`config.mk`:
```
export PLATFORM = sky130hd
export DESIGN_NAME = stc_config_regs
export DESIGN_NICKNAME = d
export VERILOG_FILES = /design/src/design/stc_pkg.sv /design/src/design/stc_pin_sync.sv /design/src/design/stc_tick.sv /design/src/design/stc_config_regs.sv
export SDC_FILE = /design/constraint.sdc
export NUM_CORES = 1
export LEC_CHECK = 0
export ABC_AREA = 1
export BUFFER_PORTS_ARGS = -buffer_cell sky130_fd_sc_hd__buf_2
export CAP_MARGIN = 20
export CORE_MARGIN = 4
export CORE_UTILIZATION = 50
export DETAILED_ROUTE_END_ITERATION = 12
export GPL_ROUTABILITY_DRIVEN = 0
export PLACE_DENSITY = 0.79
export SLEW_MARGIN = 10
export SYNTH_ARGS = -nofsm -noshare
export SYNTH_HDL_FRONTEND = slang
export SYNTH_SLANG_ARGS = --single-unit
export TNS_END_PERCENT = 10
```
`constraint.sdc`:
```
create_clock -name mclk -period 3.2 [get_ports mclk]
set_clock_uncertainty 0.1 [all_clocks]
set_input_delay 0.16 -clock mclk [delete_from_list [all_inputs] [get_ports mclk]]
set_output_delay 0.16 -clock mclk [all_outputs]
set_load 0.005 [all_outputs]
```
`src/design/stc_pkg.sv`:
```
// Shared constants, field layouts and carrier types of the
// sensor transceiver configuration register bank.
// Assumes a single 50 MHz device clock.
package stc_pkg;

    // ------------------------------------------------------------
    // Serial frame layout
    // ------------------------------------------------------------
    localparam int FRAME_BITS   = 24;
    localparam int CMD_BITS     = 8;
    localparam int DATA_W       = 16;
    localparam int ADDR_W       = 6;
    localparam int CMD_WRITE    = 7;

    // ------------------------------------------------------------
    // Register map
    // ------------------------------------------------------------
    localparam logic [5:0]  ADDR_GEN_CFG    = 6'h01;
    localparam logic [5:0]  ADDR_CH_CTRL    = 6'h02;
    localparam logic [5:0]  ADDR_DIRECT_CMD = 6'h07;
    localparam logic [15:0] GEN_CFG_RESET   = 16'h8000;
    localparam logic [15:0] CH_CTRL_RESET   = 16'h0442;
    localparam logic [15:0] GEN_CFG_MASK    = 16'hFFDF;
    localparam logic [15:0] CH_CTRL_MASK    = 16'h077B;
    localparam logic [15:0] CMD_SETUP_PHASE_ONLY_DONE   = 16'h0001;

    // ------------------------------------------------------------
    // Field positions
    // ------------------------------------------------------------
    localparam int GC_PAR       = 15;
    localparam int GC_MUX_OFF   = 14;
    localparam int GC_CH2_BUF   = 13;
    localparam int GC_CH2_SRC   = 11;
    localparam int GC_CH2_ENC   = 10;
    localparam int GC_CH1_BUF   = 9;
    localparam int GC_CH1_SRC   = 7;
    localparam int GC_CH1_ENC   = 6;
    localparam int GC_CLK       = 3;
    localparam int GC_SID       = 2;
    localparam int GC_CHK       = 1;
    localparam int GC_SUP       = 0;
    localparam int CC_REG_ON    = 10;
    localparam int CC_CH2_REQ   = 8;
    localparam int CC_CH2_ALLOW = 6;
    localparam int CC_CH2_ON    = 5;
    localparam int CC_CH1_REQ   = 3;
    localparam int CC_CH1_ALLOW = 1;
    localparam int CC_CH1_ON    = 0;

    // ------------------------------------------------------------
    // Timing
    // ------------------------------------------------------------
    localparam int CLK_PERIOD_NS    = 20;
    localparam int PARITY_PERIOD_NS = 150000;
    localparam int PARITY_CYCLES    = PARITY_PERIOD_NS / CLK_PERIOD_NS;
    localparam logic [2:0] PIN_RESET = 3'b010;

    // ------------------------------------------------------------
    // Types
    // ------------------------------------------------------------
    typedef enum logic [1:0] {
        SRC_PIN   = 2'b00,
        SRC_HOST  = 2'b01,
        SRC_AUTO  = 2'b10,
        SRC_PIN_B = 2'b11
    } stc_src_e;

    typedef enum logic [1:0] {
        CK_NONE = 2'b00,
        CK_1MHZ = 2'b01,
        CK_4MHZ = 2'b10
    } stc_clk_e;

    typedef enum logic [1:0] {
        PK_NONE   = 2'b00,
        PK_SHORT  = 2'b01,
        PK_LONG   = 2'b10,
        PK_BUFFER = 2'b11
    } stc_pulse_e;

    typedef enum logic [1:0] {
        ACC_WO = 2'b00,
        ACC_RO = 2'b01,
        ACC_RW = 2'b10,
        ACC_RC = 2'b11
    } stc_acc_e;

    typedef enum logic [1:0] {
        SP_IDLE = 2'b00,
        SP_CMD  = 2'b01,
        SP_DATA = 2'b10,
        SP_DONE = 2'b11
    } stc_spi_e;

    typedef struct packed {
        logic sclk;
        logic cs_n;
        logic mosi;
    } stc_spi_in_s;

    typedef struct packed {
        logic       valid;
        stc_pulse_e kind;
    } stc_pulse_s;

    typedef struct packed {
        logic     address_muxing_off;
        logic     ch2_buffer_sets_pulse_length;
        stc_src_e ch2_sync_source;
        logic     ch2_sync_encoding;
        logic     ch1_buffer_sets_pulse_length;
        stc_src_e ch1_sync_source;
        logic     ch1_sync_encoding;
        stc_clk_e ext_clock_select;
        logic     sensor_id_flag_use;
        logic     check_bits_source;
        logic     supply_level_select;
        logic     supply_regulator_on;
        logic     ch2_pulse_allow;
        logic     ch2_power_on;
        logic     ch1_pulse_allow;
        logic     ch1_power_on;
    } stc_cfg_s;

endpackage

```
`src/design/stc_pin_sync.sv`:
```
// Three-stage synchroniser with agreement filter for pin inputs.
// Assumes inputs are asynchronous to mclk.
`timescale 1ns/10ps
module stc_pin_sync #(
    parameter int            W         = 3,
    parameter logic [W-1:0]  RESET_VAL = '0
) (
    input  wire logic         mclk,
    input  wire logic         rst,
    input  wire logic [W-1:0] d,
    output logic      [W-1:0] q
);

    logic [W-1:0] s1_q;
    logic [W-1:0] s2_q;
    logic [W-1:0] s3_q;

    // ------------------------------------------------------------
    // Stages and filter
    // ------------------------------------------------------------
    // Stage one feeds only stage two; the filter looks at two and three
    always_ff @(posedge mclk or posedge rst) begin
        if (rst) begin
            s1_q <= RESET_VAL;
            s2_q <= RESET_VAL;
            s3_q <= RESET_VAL;
            q    <= RESET_VAL;
        end else begin
            s1_q <= d;
            s2_q <= s1_q;
            s3_q <= s2_q;
            for (int i = 0; i < W; i++) begin
                if (s2_q[i] == s3_q[i]) begin
                    q[i] <= s3_q[i];
                end
            end
        end
    end

endmodule

```
`src/design/stc_tick.sv`:
```
// Free-running divider giving a one-cycle enable every PERIOD clocks.
// Assumes PERIOD of at least two.
`timescale 1ns/10ps
module stc_tick #(
    parameter int PERIOD = 7500
) (
    input  wire logic mclk,
    input  wire logic rst,
    output logic      tick_q
);

    localparam int CW = $clog2(PERIOD);
    localparam logic [CW-1:0] LAST = CW'(PERIOD - 1);

    logic [CW-1:0] cnt_q;

    // ------------------------------------------------------------
    // Counter
    // ------------------------------------------------------------
    always_ff @(posedge mclk or posedge rst) begin
        if (rst) begin
            cnt_q  <= '0;
            tick_q <= 1'b0;
        end else begin
            tick_q <= (cnt_q == LAST);
            if (cnt_q == LAST) begin
                cnt_q <= '0;
            end else begin
                cnt_q <= cnt_q + 1'b1;
            end
        end
    end

endmodule

```
`src/design/stc_config_regs.sv`:
```
// Configuration register bank of a two-channel sensor transceiver,
// reached over a serial mode-0 link (24-bit frames, MSB first).
// Assumes host clock slow enough for triple-flop pin sampling.
//
// Function
// - Setup-phase registers accept writes only until the programming-done command.
// - Every 150 us recheck parity; flag global fault on any error.
// - Four access types: write-only, read-only, read/write, read-to-clear; no address here is given read-to-clear.
// - General config bit 15 is odd check bit; resets to one.
// - Bit 14 turns address multiplexing off when set; resets to zero.
// - Bit 13 lets channel 2 buffer set pulse length; forced under auto.
// - Bits 12:11 pick channel 2 source: pin, host command, automatic.
// - Bit 10 picks channel 2 encoding, effective only with buffer length.
// - Bit 9 is channel 1 buffer length, forced under automatic generation.
// - Bits 8:7 channel 1 source, bit 6 encoding when bit 9 set.
// - Bits 4:3 select external clock: none, 1MHz or 4MHz.
// - Bit 2 enables sensor identifier and global bit use.
// - Bit 1 chooses sensor check bits or transceiver-computed ones.
// - Bit 0 picks regulator output level, 5.3 V or 7.6 V.
// - Channel control bit 10 switches regulator; resets to one.
// - Bits 9:8 request channel 2 host pulse: none, short, long.
// - Bits 4:3 request channel 1 host pulse with same coding.
// - Request ignored while channel off; evaluated once right after write.
// - Under buffer control short and long act alike; buffer gives length.
// - Bits 6 and 1 allow sync pulses; reset to one.
// - Bits 5 and 0 power channels 2 and 1; reset zero.
`timescale 1ns/10ps
module stc_config_regs
    import stc_pkg::*;
#(
    parameter int CHECK_CYCLES = stc_pkg::PARITY_CYCLES
) (
    input  wire logic                 mclk,
    input  wire logic                 rst,
    input  wire logic                 sclk,
    input  wire logic                 cs_n,
    input  wire logic                 mosi,
    output logic                      miso_q,
    output stc_pkg::stc_cfg_s         cfg_q,
    output stc_pkg::stc_pulse_s       ch1_pulse_q,
    output stc_pkg::stc_pulse_s       ch2_pulse_q,
    output logic                      setup_locked_q,
    output logic                      global_fault_q
);
    import stc_pkg::*;

    // ------------------------------------------------------------
    // State
    // ------------------------------------------------------------
    typedef struct packed {
        stc_spi_e              st;
        logic [4:0]            bit_cnt;
        logic [FRAME_BITS-1:0] rx;
        logic [DATA_W-1:0]     tx;
        logic                  miso;
        logic                  sclk_prev;
        logic [DATA_W-1:0]     gen_cfg;
        logic [DATA_W-1:0]     ch_ctrl;
        logic                  locked;
        logic                  fault;
        stc_pulse_s            ch1_pulse;
        stc_pulse_s            ch2_pulse;
        stc_cfg_s              cfg;
    } stc_state_s;

    // ------------------------------------------------------------
    // Helpers
    // ------------------------------------------------------------
    // Automatic generation always hands pulse length to the buffer
    function automatic logic buf_eff(input logic bit_v, input logic [1:0] src);
        buf_eff = bit_v | (src == SRC_AUTO);
    endfunction

    function automatic stc_pulse_e pulse_kind(input logic [1:0] req, input logic buf_on);
        if (req == PK_SHORT || req == PK_LONG) begin
            pulse_kind = buf_on ? PK_BUFFER : stc_pulse_e'(req);
        end else begin
            pulse_kind = PK_NONE;
        end
    endfunction

    function automatic stc_clk_e clk_sel(input logic [1:0] f);
        clk_sel = (f == 2'b11) ? CK_NONE : stc_clk_e'(f);
    endfunction

    function automatic stc_cfg_s decode(input logic [15:0] g, input logic [15:0] c);
        stc_cfg_s r;
        logic     b1;
        logic     b2;
        r  = '0;
        b2 = buf_eff(g[GC_CH2_BUF], g[GC_CH2_SRC+:2]);
        b1 = buf_eff(g[GC_CH1_BUF], g[GC_CH1_SRC+:2]);
        r.address_muxing_off           = g[GC_MUX_OFF];
        r.ch2_buffer_sets_pulse_length = b2;
        r.ch2_sync_source              = stc_src_e'(g[GC_CH2_SRC+:2]);
        r.ch2_sync_encoding            = g[GC_CH2_ENC] & b2;
        r.ch1_buffer_sets_pulse_length = b1;
        r.ch1_sync_source              = stc_src_e'(g[GC_CH1_SRC+:2]);
        r.ch1_sync_encoding            = g[GC_CH1_ENC] & b1;
        r.ext_clock_select             = clk_sel(g[GC_CLK+:2]);
        r.sensor_id_flag_use           = g[GC_SID];
        r.check_bits_source            = g[GC_CHK];
        r.supply_level_select          = g[GC_SUP];
        r.supply_regulator_on          = c[CC_REG_ON];
        r.ch2_pulse_allow              = c[CC_CH2_ALLOW];
        r.ch2_power_on                 = c[CC_CH2_ON];
        r.ch1_pulse_allow              = c[CC_CH1_ALLOW];
        r.ch1_power_on                 = c[CC_CH1_ON];
        decode = r;
    endfunction

    function automatic stc_acc_e access_of(input logic [5:0] a);
        case (a)
            ADDR_GEN_CFG:    access_of = ACC_RW;
            ADDR_CH_CTRL:    access_of = ACC_RW;
            ADDR_DIRECT_CMD: access_of = ACC_WO;
            default:         access_of = ACC_RO;
        endcase
    endfunction

    // One channel request, only on power-on and with pulses allowed
    function automatic stc_pulse_s host_pulse(input logic on, input logic allow,
                                              input logic [1:0] req, input logic buf_on);
        stc_pulse_s p;
        p.kind  = pulse_kind(req, buf_on);
        p.valid = on & allow & (p.kind != PK_NONE);
        if (!p.valid) begin
            p.kind = PK_NONE;
        end
        host_pulse = p;
    endfunction

    localparam stc_state_s ST_RESET = '{
        st:        SP_IDLE,
        bit_cnt:   5'h00,
        rx:        24'h000000,
        tx:        16'h0000,
        miso:      1'b0,
        sclk_prev: 1'b0,
        gen_cfg:   GEN_CFG_RESET,
        ch_ctrl:   CH_CTRL_RESET,
        locked:    1'b0,
        fault:     1'b0,
        ch1_pulse: '{valid: 1'b0, kind: PK_NONE},
        ch2_pulse: '{valid: 1'b0, kind: PK_NONE},
        cfg:       decode(GEN_CFG_RESET, CH_CTRL_RESET)
    };

    // ------------------------------------------------------------
    // Pin sampling and check period
    // ------------------------------------------------------------
    stc_spi_in_s pins;
    logic        check_tick;
    stc_state_s  s_q;
    stc_state_s  s_d;

    stc_pin_sync #(
        .W         (3),
        .RESET_VAL (PIN_RESET)
    ) u_sync (
        .mclk (mclk),
        .rst  (rst),
        .d    ({sclk, cs_n, mosi}),
        .q    (pins)
    );

    stc_tick #(
        .PERIOD (CHECK_CYCLES)
    ) u_tick (
        .mclk   (mclk),
        .rst    (rst),
        .tick_q (check_tick)
    );

    // ------------------------------------------------------------
    // Next state
    // ------------------------------------------------------------
    always_comb begin
        logic [FRAME_BITS-1:0] rx_n;
        logic [5:0]            addr;
        logic [15:0]           wdata;
        logic                  rise;
        logic                  fall;
        rx_n  = '0;
        addr  = '0;
        wdata = '0;
        s_d   = s_q;
        rise  = pins.sclk & ~s_q.sclk_prev;
        fall  = ~pins.sclk & s_q.sclk_prev;
        s_d.sclk_prev = pins.sclk;
        s_d.ch1_pulse = '{valid: 1'b0, kind: PK_NONE};
        s_d.ch2_pulse = '{valid: 1'b0, kind: PK_NONE};

        if (pins.cs_n) begin
            s_d.st      = SP_IDLE;
            s_d.bit_cnt = '0;
            s_d.miso    = 1'b0;
        end else begin
            case (s_q.st)
                SP_IDLE: begin
                    s_d.st = SP_CMD;
                end
                SP_CMD, SP_DATA: begin
                    if (rise) begin
                        rx_n        = {s_q.rx[FRAME_BITS-2:0], pins.mosi};
                        s_d.rx      = rx_n;
                        s_d.bit_cnt = s_q.bit_cnt + 5'd1;
                        if (s_q.bit_cnt == 5'(CMD_BITS - 1)) begin
                            // Unreadable and unmapped words return zero
                            addr   = rx_n[ADDR_W-1:0];
                            s_d.st = SP_DATA;
                            s_d.tx = '0;
                            if (access_of(addr) == ACC_RW) begin
                                if (addr == ADDR_GEN_CFG) begin
                                    s_d.tx = s_q.gen_cfg;
                                end else begin
                                    s_d.tx = s_q.ch_ctrl;
                                end
                            end
                        end
                        if (s_q.bit_cnt == 5'(FRAME_BITS - 1)) begin
                            s_d.st = SP_DONE;
                            addr   = rx_n[DATA_W+:ADDR_W];
                            wdata  = rx_n[DATA_W-1:0];
                            if (rx_n[DATA_W+CMD_WRITE]) begin
                                case (addr)
                                    ADDR_GEN_CFG: begin
                                        if (!s_q.locked) begin
                                            s_d.gen_cfg = wdata & GEN_CFG_MASK;
                                        end
                                    end
                                    ADDR_CH_CTRL: begin
                                        s_d.ch_ctrl   = wdata & CH_CTRL_MASK;
                                        s_d.ch1_pulse = host_pulse(wdata[CC_CH1_ON], wdata[CC_CH1_ALLOW],
                                                                   wdata[CC_CH1_REQ+:2],
                                                                   s_q.cfg.ch1_buffer_sets_pulse_length);
                                        s_d.ch2_pulse = host_pulse(wdata[CC_CH2_ON], wdata[CC_CH2_ALLOW],
                                                                   wdata[CC_CH2_REQ+:2],
                                                                   s_q.cfg.ch2_buffer_sets_pulse_length);
                                    end
                                    ADDR_DIRECT_CMD: begin
                                        if (wdata == CMD_SETUP_PHASE_ONLY_DONE) begin
                                            s_d.locked = 1'b1;
                                        end
                                    end
                                    default: begin
                                        s_d.locked = s_q.locked;
                                    end
                                endcase
                            end
                        end
                    end
                    // Data leaves on falling edges so the host samples on rising
                    if (fall && s_q.st == SP_DATA) begin
                        s_d.miso = s_q.tx[DATA_W-1];
                        s_d.tx   = {s_q.tx[DATA_W-2:0], 1'b0};
                    end
                end
                SP_DONE: begin
                    // Extra clocks past a full frame are ignored
                    s_d.miso = 1'b0;
                end
                default: begin
                    s_d.st = SP_IDLE;
                end
            endcase
        end

        // Level reflects the most recent check, not sticky
        if (check_tick) begin
            s_d.fault = ~(^s_q.gen_cfg);
        end

        s_d.cfg = decode(s_d.gen_cfg, s_d.ch_ctrl);
    end

    // ------------------------------------------------------------
    // Registers
    // ------------------------------------------------------------
    always_ff @(posedge mclk or posedge rst) begin
        if (rst) begin
            s_q <= ST_RESET;
        end else begin
            s_q <= s_d;
        end
    end

    assign miso_q         = s_q.miso;
    assign cfg_q          = s_q.cfg;
    assign ch1_pulse_q    = s_q.ch1_pulse;
    assign ch2_pulse_q    = s_q.ch2_pulse;
    assign setup_locked_q = s_q.locked;
    assign global_fault_q = s_q.fault;

endmodule

```
Word-level counts from Yosys, hierarchy flattened
Cells that the tools add are included.
- $add $sub $neg: 2
- $mul: 0
- divide/modulo/power cells: 0
- magnitude comparators: 0
- eq/ne operators: 27
- shifts and indexed selects: 0
- multiplexer cells: 53
- bitwise gates (word level): 15
- reductions and logical operators: 23
- operator list (cell ; count):
    $mux 32 ; 5
    $mux 2 ; 25
    $mux 16 ; 3
    $mux 47 ; 1
    $mux 45 ; 1
    $mux 6 ; 6
    $mux 15 ; 2
    $mux 17 ; 1
    $eq 16x1->1 const B ; 1
    $eq 2x2->1 const B ; 8
    $reduce_xor 16->1 ; 1
    $reduce_and 7->1 ; 2
    $add 13x1->13 const B ; 1
    $eq 13x13->1 const B ; 1
    $mux 13 ; 1
    $eq 6x1->1 const B ; 2
    $eq 6x2->1 const B ; 2
    $eq 6x3->1 const B ; 2
    $reduce_bool 2->1 ; 6
    $mux 11 ; 1
    $and 1x1->1 ; 8
    $pmux 2 s2 ; 2
    $mux 7 ; 1
    $eq 2x1->1 const B ; 3
    other kinds (19) ; 34
- register bits: 126
- bits in latches: 0
- memory bits (writable): 0
- ROM bits: 0
- bits of input ports: 5
- output and inout bits: 28
- logic and storage cells: 160
- memories kept: 0

Depth between registers and ports, before layout
- depth in word-level cells: 18
- gate-level depth with buffers: 12
- depth with buffers taken out: 12

By module
Synthesis repeated with hierarchy kept, for this count alone.
- cells, all modules: 641
- area total of the unflattened synthesis: 5436.5 um^2
- by module, submodules not included (module ; times used ; cells an instance ; area each (um^2) ; sequential area each (um^2)):
    stc_config_regs ; 1 ; 503 ; 4267.8 ; 2157.1
    stc_tick ; 1 ; 113 ; 810.8 ; 350.3
    stc_pin_sync ; 1 ; 25 ; 357.8 ; 305.3

Worst setup path after synthesis
No wires, ideal clock.
- path type: reg2reg
- start point: reg s_q[106] (netlist bit)
- end point: reg s_q[44] (netlist bit)
- setup time: 119 ps
- data arrival time: 1644 ps
- required time: 2981 ps
- setup slack: 1338 ps
- stages on the path, launching flop included: 12
- buffers on the path: 2
- period minus slack after synthesis: 1862 ps
- path through: dfrtp_1 inv_1 ha_1 inv_2 nor2_4 nand3_2 nor2_4 nand2_4 buf_6 buf_6 nand2_1 o21ai_2
- longest elaborated chain between the ends: 4
- elaborated cells on any way between the ends: 5
- classes of those cells: 2 x eq/ne; 2 x mux; 1 x reduce/logical
- ends and longest elaborated chain (item ; line ; source):
    from (decl) ; stc_config_regs.sv:154 ; stc_state_s s_q;
    from (signal assigned) ; stc_config_regs.sv:282 ; s_q <= ST_RESET;
    from (signal assigned) ; stc_config_regs.sv:284 ; s_q <= s_d;
    $eq 2x2->1 or $eq 2x1->1 (tied branches) ; stc_config_regs.sv:199 ; case (s_q.st)
    $reduce_or 2->1 * ; -- ;
    $mux 32 * ; stc_config_regs.sv:199 ;
    $mux 32 * ; stc_config_regs.sv:194 ; if (pins.cs_n) begin
Mark *: on every way between the ends. The rest lies on a longest branch, timed or not.
A chain may end at the register's enable or synchronous reset.

==> run summary <==
Most frequent cells in the layout: nand2_1, dfrtp_1, inv_1, nor2_1
Crit. End Element: flip-flop
Syn Inst Count: 626
Wirelength, routed: 10,900 um
Footprint of the multi-input gates: 0.00206 mm2
Fin cells: 774
Drt drc: 0
Crit path max fanout: 17
Synth Area per Inst: 8.75 um2
Die area: 0.0127 mm2
Setup bufs post-CTS: 0
Mapped Nets: 638
Htree depth: 3
Max-slew violations: 0
Initial antenna violation count: 0
CTS Root Cell: clkbuf_8
Status: completed
Sink Count: 112
Clock Tree Buf Depth: 2
DR vias/cell: 5.13
GRT overflow: 0
Boundary pin count: 33
# port buffers: 32
First-pass GRT wire length: 19,100 um
DP HPWL: 7890 um
Total track usage: 0.183
Placed cell count: 754
Startpoint Class: flip-flop
Setup tns final: 0 ns
Largest net degree at the start of global routing: 43
Reg area: 0.00281 mm2
FILL cells: 909
Core ar.: 0.0105 mm2
Wirelength per Cell: 14.0 um
YS warnings: 0
Max-cap violations: 0
Grt met3 use: 0.0426
# setup viols final: 0
Post-layout net count: 645
Pre-antenna DRT Iters: 5
Mapped cell area: 0.00548 mm2
RSZ-0062 raised after global routing: false
Worst Hold Class: flip-flop to flip-flop
Critical Path AT: 2.47 ns
Clock-pin slew on the worst setup and hold paths: 0.10 ns
Worst skew pair latency: 0.38 ns
Post-synthesis sequential area ratio: 0.514
Share of layout cells above drive strength 1: 0.165
Pwr dens: 496 mW/mm2
Highest achievable clock rate: 439 MHz
Reg-to-reg startpoint: s_q[107]
Met1 Use GR: 0.259
Number of flops mapped to enable cells by yosys: 0
Routed Antenna Nets: 0
Number of global-route vias before repair: 3,911
GR Util met2: 0.285
Max VDD drop: 0.254 mV
DR iter-0 viols: 223
Max-slew headroom: 0.495
Leak pwr: 2.91 nW
Crit. Startpoint: s_q[107]
Area Growth Syn to Fin: 5.76%
WS Path Type: flip-flop to flip-flop
Cell variety after synth: 42
Final-report hold violation count: 0
Vias: 3,967
Slew @ Worst Pin: 0.755 ns
Number of synthesized register bits: 112
Row cnt: 37
Final period utilization: 0.711
Initial Util: 0.521
Top_reg_cell synth: dfrtp_1
Ys async rst share: 1.00
Antenna Cells: 0
CTS Buf Count: 9
Most common cell after layout, fill and taps aside: nand2_1
Most used routing layer: met2
Worst hold start: u_sync.s1_q[2]
Die height: 113 um
Minimum clock period: 2.28 ns
CTS tree: yes
CP required: 3.39 ns
Die W: 113 um
-- cell usage after synthesis, types with 5 or more instances --
cell      number  area, um2
nand3_1       25        125
nor2_1        50        188
ha_1           7       87.6
o21ai_0       32        160
xor2_1        14        123
o21ai_1       12       60.1
nand2_1      150        563
nor3_1        12       60.1
buf_2          7       35.0
o21ai_2        7       61.3
xnor2_1       10       87.6
dfstp_2        8        210
a31oi_1        6       37.5
dfrtp_1      104       2600
buf_4         25        188
a21oi_1       19       95.1
nand4_1        5       31.3
inv_1         67        251
clkbuf_1       7       26.3
buf_6          5       56.3
inv_2         11       41.3
-- cells by family after synthesis --
| group | Yosys count | synth area share |
|---|---|---|
| AND/OR/NAND/NOR | 268 | 0.218 |
| AO/OA/AOI/OAI | 89 | 0.0989 |
| XOR/XNOR | 24 | 0.0384 |
| adder cells (fa/ha/maj) | 10 | 0.0215 |
| flip-flops | 112 | 0.514 |
| buffers and inverters | 123 | 0.110 |
-- report_power, final --
part	switching, W	internal [W]	leakage (nW)
clock network	0.000469	0.000389	0.0966
registers	0.0000729	0.00151	1.49
logic	0.000304	0.000129	1.32
-- registers in the layout, indices dropped and copies added, names as in the netlist --
| register | count |
|---|---|
| cfg_q | 8 |
| u_sync.q | 3 |
| u_sync.s2_q | 3 |
| ch2_pulse_q | 3 |
| u_tick.tick_q | 1 |
| s_q | 69 |
| ch1_pulse_q | 3 |
| miso_q | 1 |
| global_fault_q | 1 |
| u_sync.s3_q | 3 |
| u_tick.cnt_q | 13 |
| setup_locked_q | 1 |
| u_sync.s1_q | 3 |
-- layer usage --
metal / routed length (um) / vias up
li1: - / 1964
met1: 5210 / 1891
met2: 5060 / 95
met3: 442 / 17
met4: 153 / 0
met5: 0 / -
-- metrics by stage --
| step | hold WS (ns) | power [W] | utilization | instance area (um2) | worst slack [ns] |
|---|---|---|---|---|---|
| after global routing | 0.265 | 0.00304 | 0.551 | 5790 | 0.739 |
| after detailed placement | 0.168 | 0.00204 | 0.528 | 5550 | 0.991 |
| final | 0.255 | 0.00287 | 0.551 | 5790 | 0.924 |
| after CTS | 0.258 | 0.00289 | 0.551 | 5790 | 0.946 |
| after floorplan | 0.0645 | 0.00193 | - | 5480 | 1.34 |
| after global placement | 0.168 | 0.00202 | 0.528 | 5550 | 1.06 |
-- area by class of cell --
type                       count  area share
multi-input combinational    391       0.356
sequential                   112       0.486
inverter                      79      0.0521
timing repair buffer          40      0.0419
clock inverter                 5      0.0108
tap                          136      0.0294
clock buffer                  11      0.0244
-- final timing paths --
kind,slack [ns],to,cells after the start
min in group asynchronous,0.35,u_sync.s1_q[0],3
min reg2reg,0.25,u_sync.s2_q[2],0
max in group asynchronous,1.84,u_sync.q[1],4
max,0.92,ch2_pulse_q[0],10
min,0.25,u_sync.s2_q[2],0
max reg2reg,0.92,ch2_pulse_q[0],10
-- repair_timing --
item,4_1_cts,5_1_grt
resized for setup,0,0
endpoints found under the hold margin,34,0
hold buffers,4,0
-- critical path, stage by stage (launching register included) --
cell,delay [ns]
dfrtp_1,0.43
inv_1,0.07
ha_1,0.37
inv_2,0.08
nor2_4,0.11
nand3_2,0.11
nor3_1,0.20
nand2_2,0.26
inv_2,0.15
nand2_1,0.14
nor3_2,0.16
(Power assumes the default switching activity.)
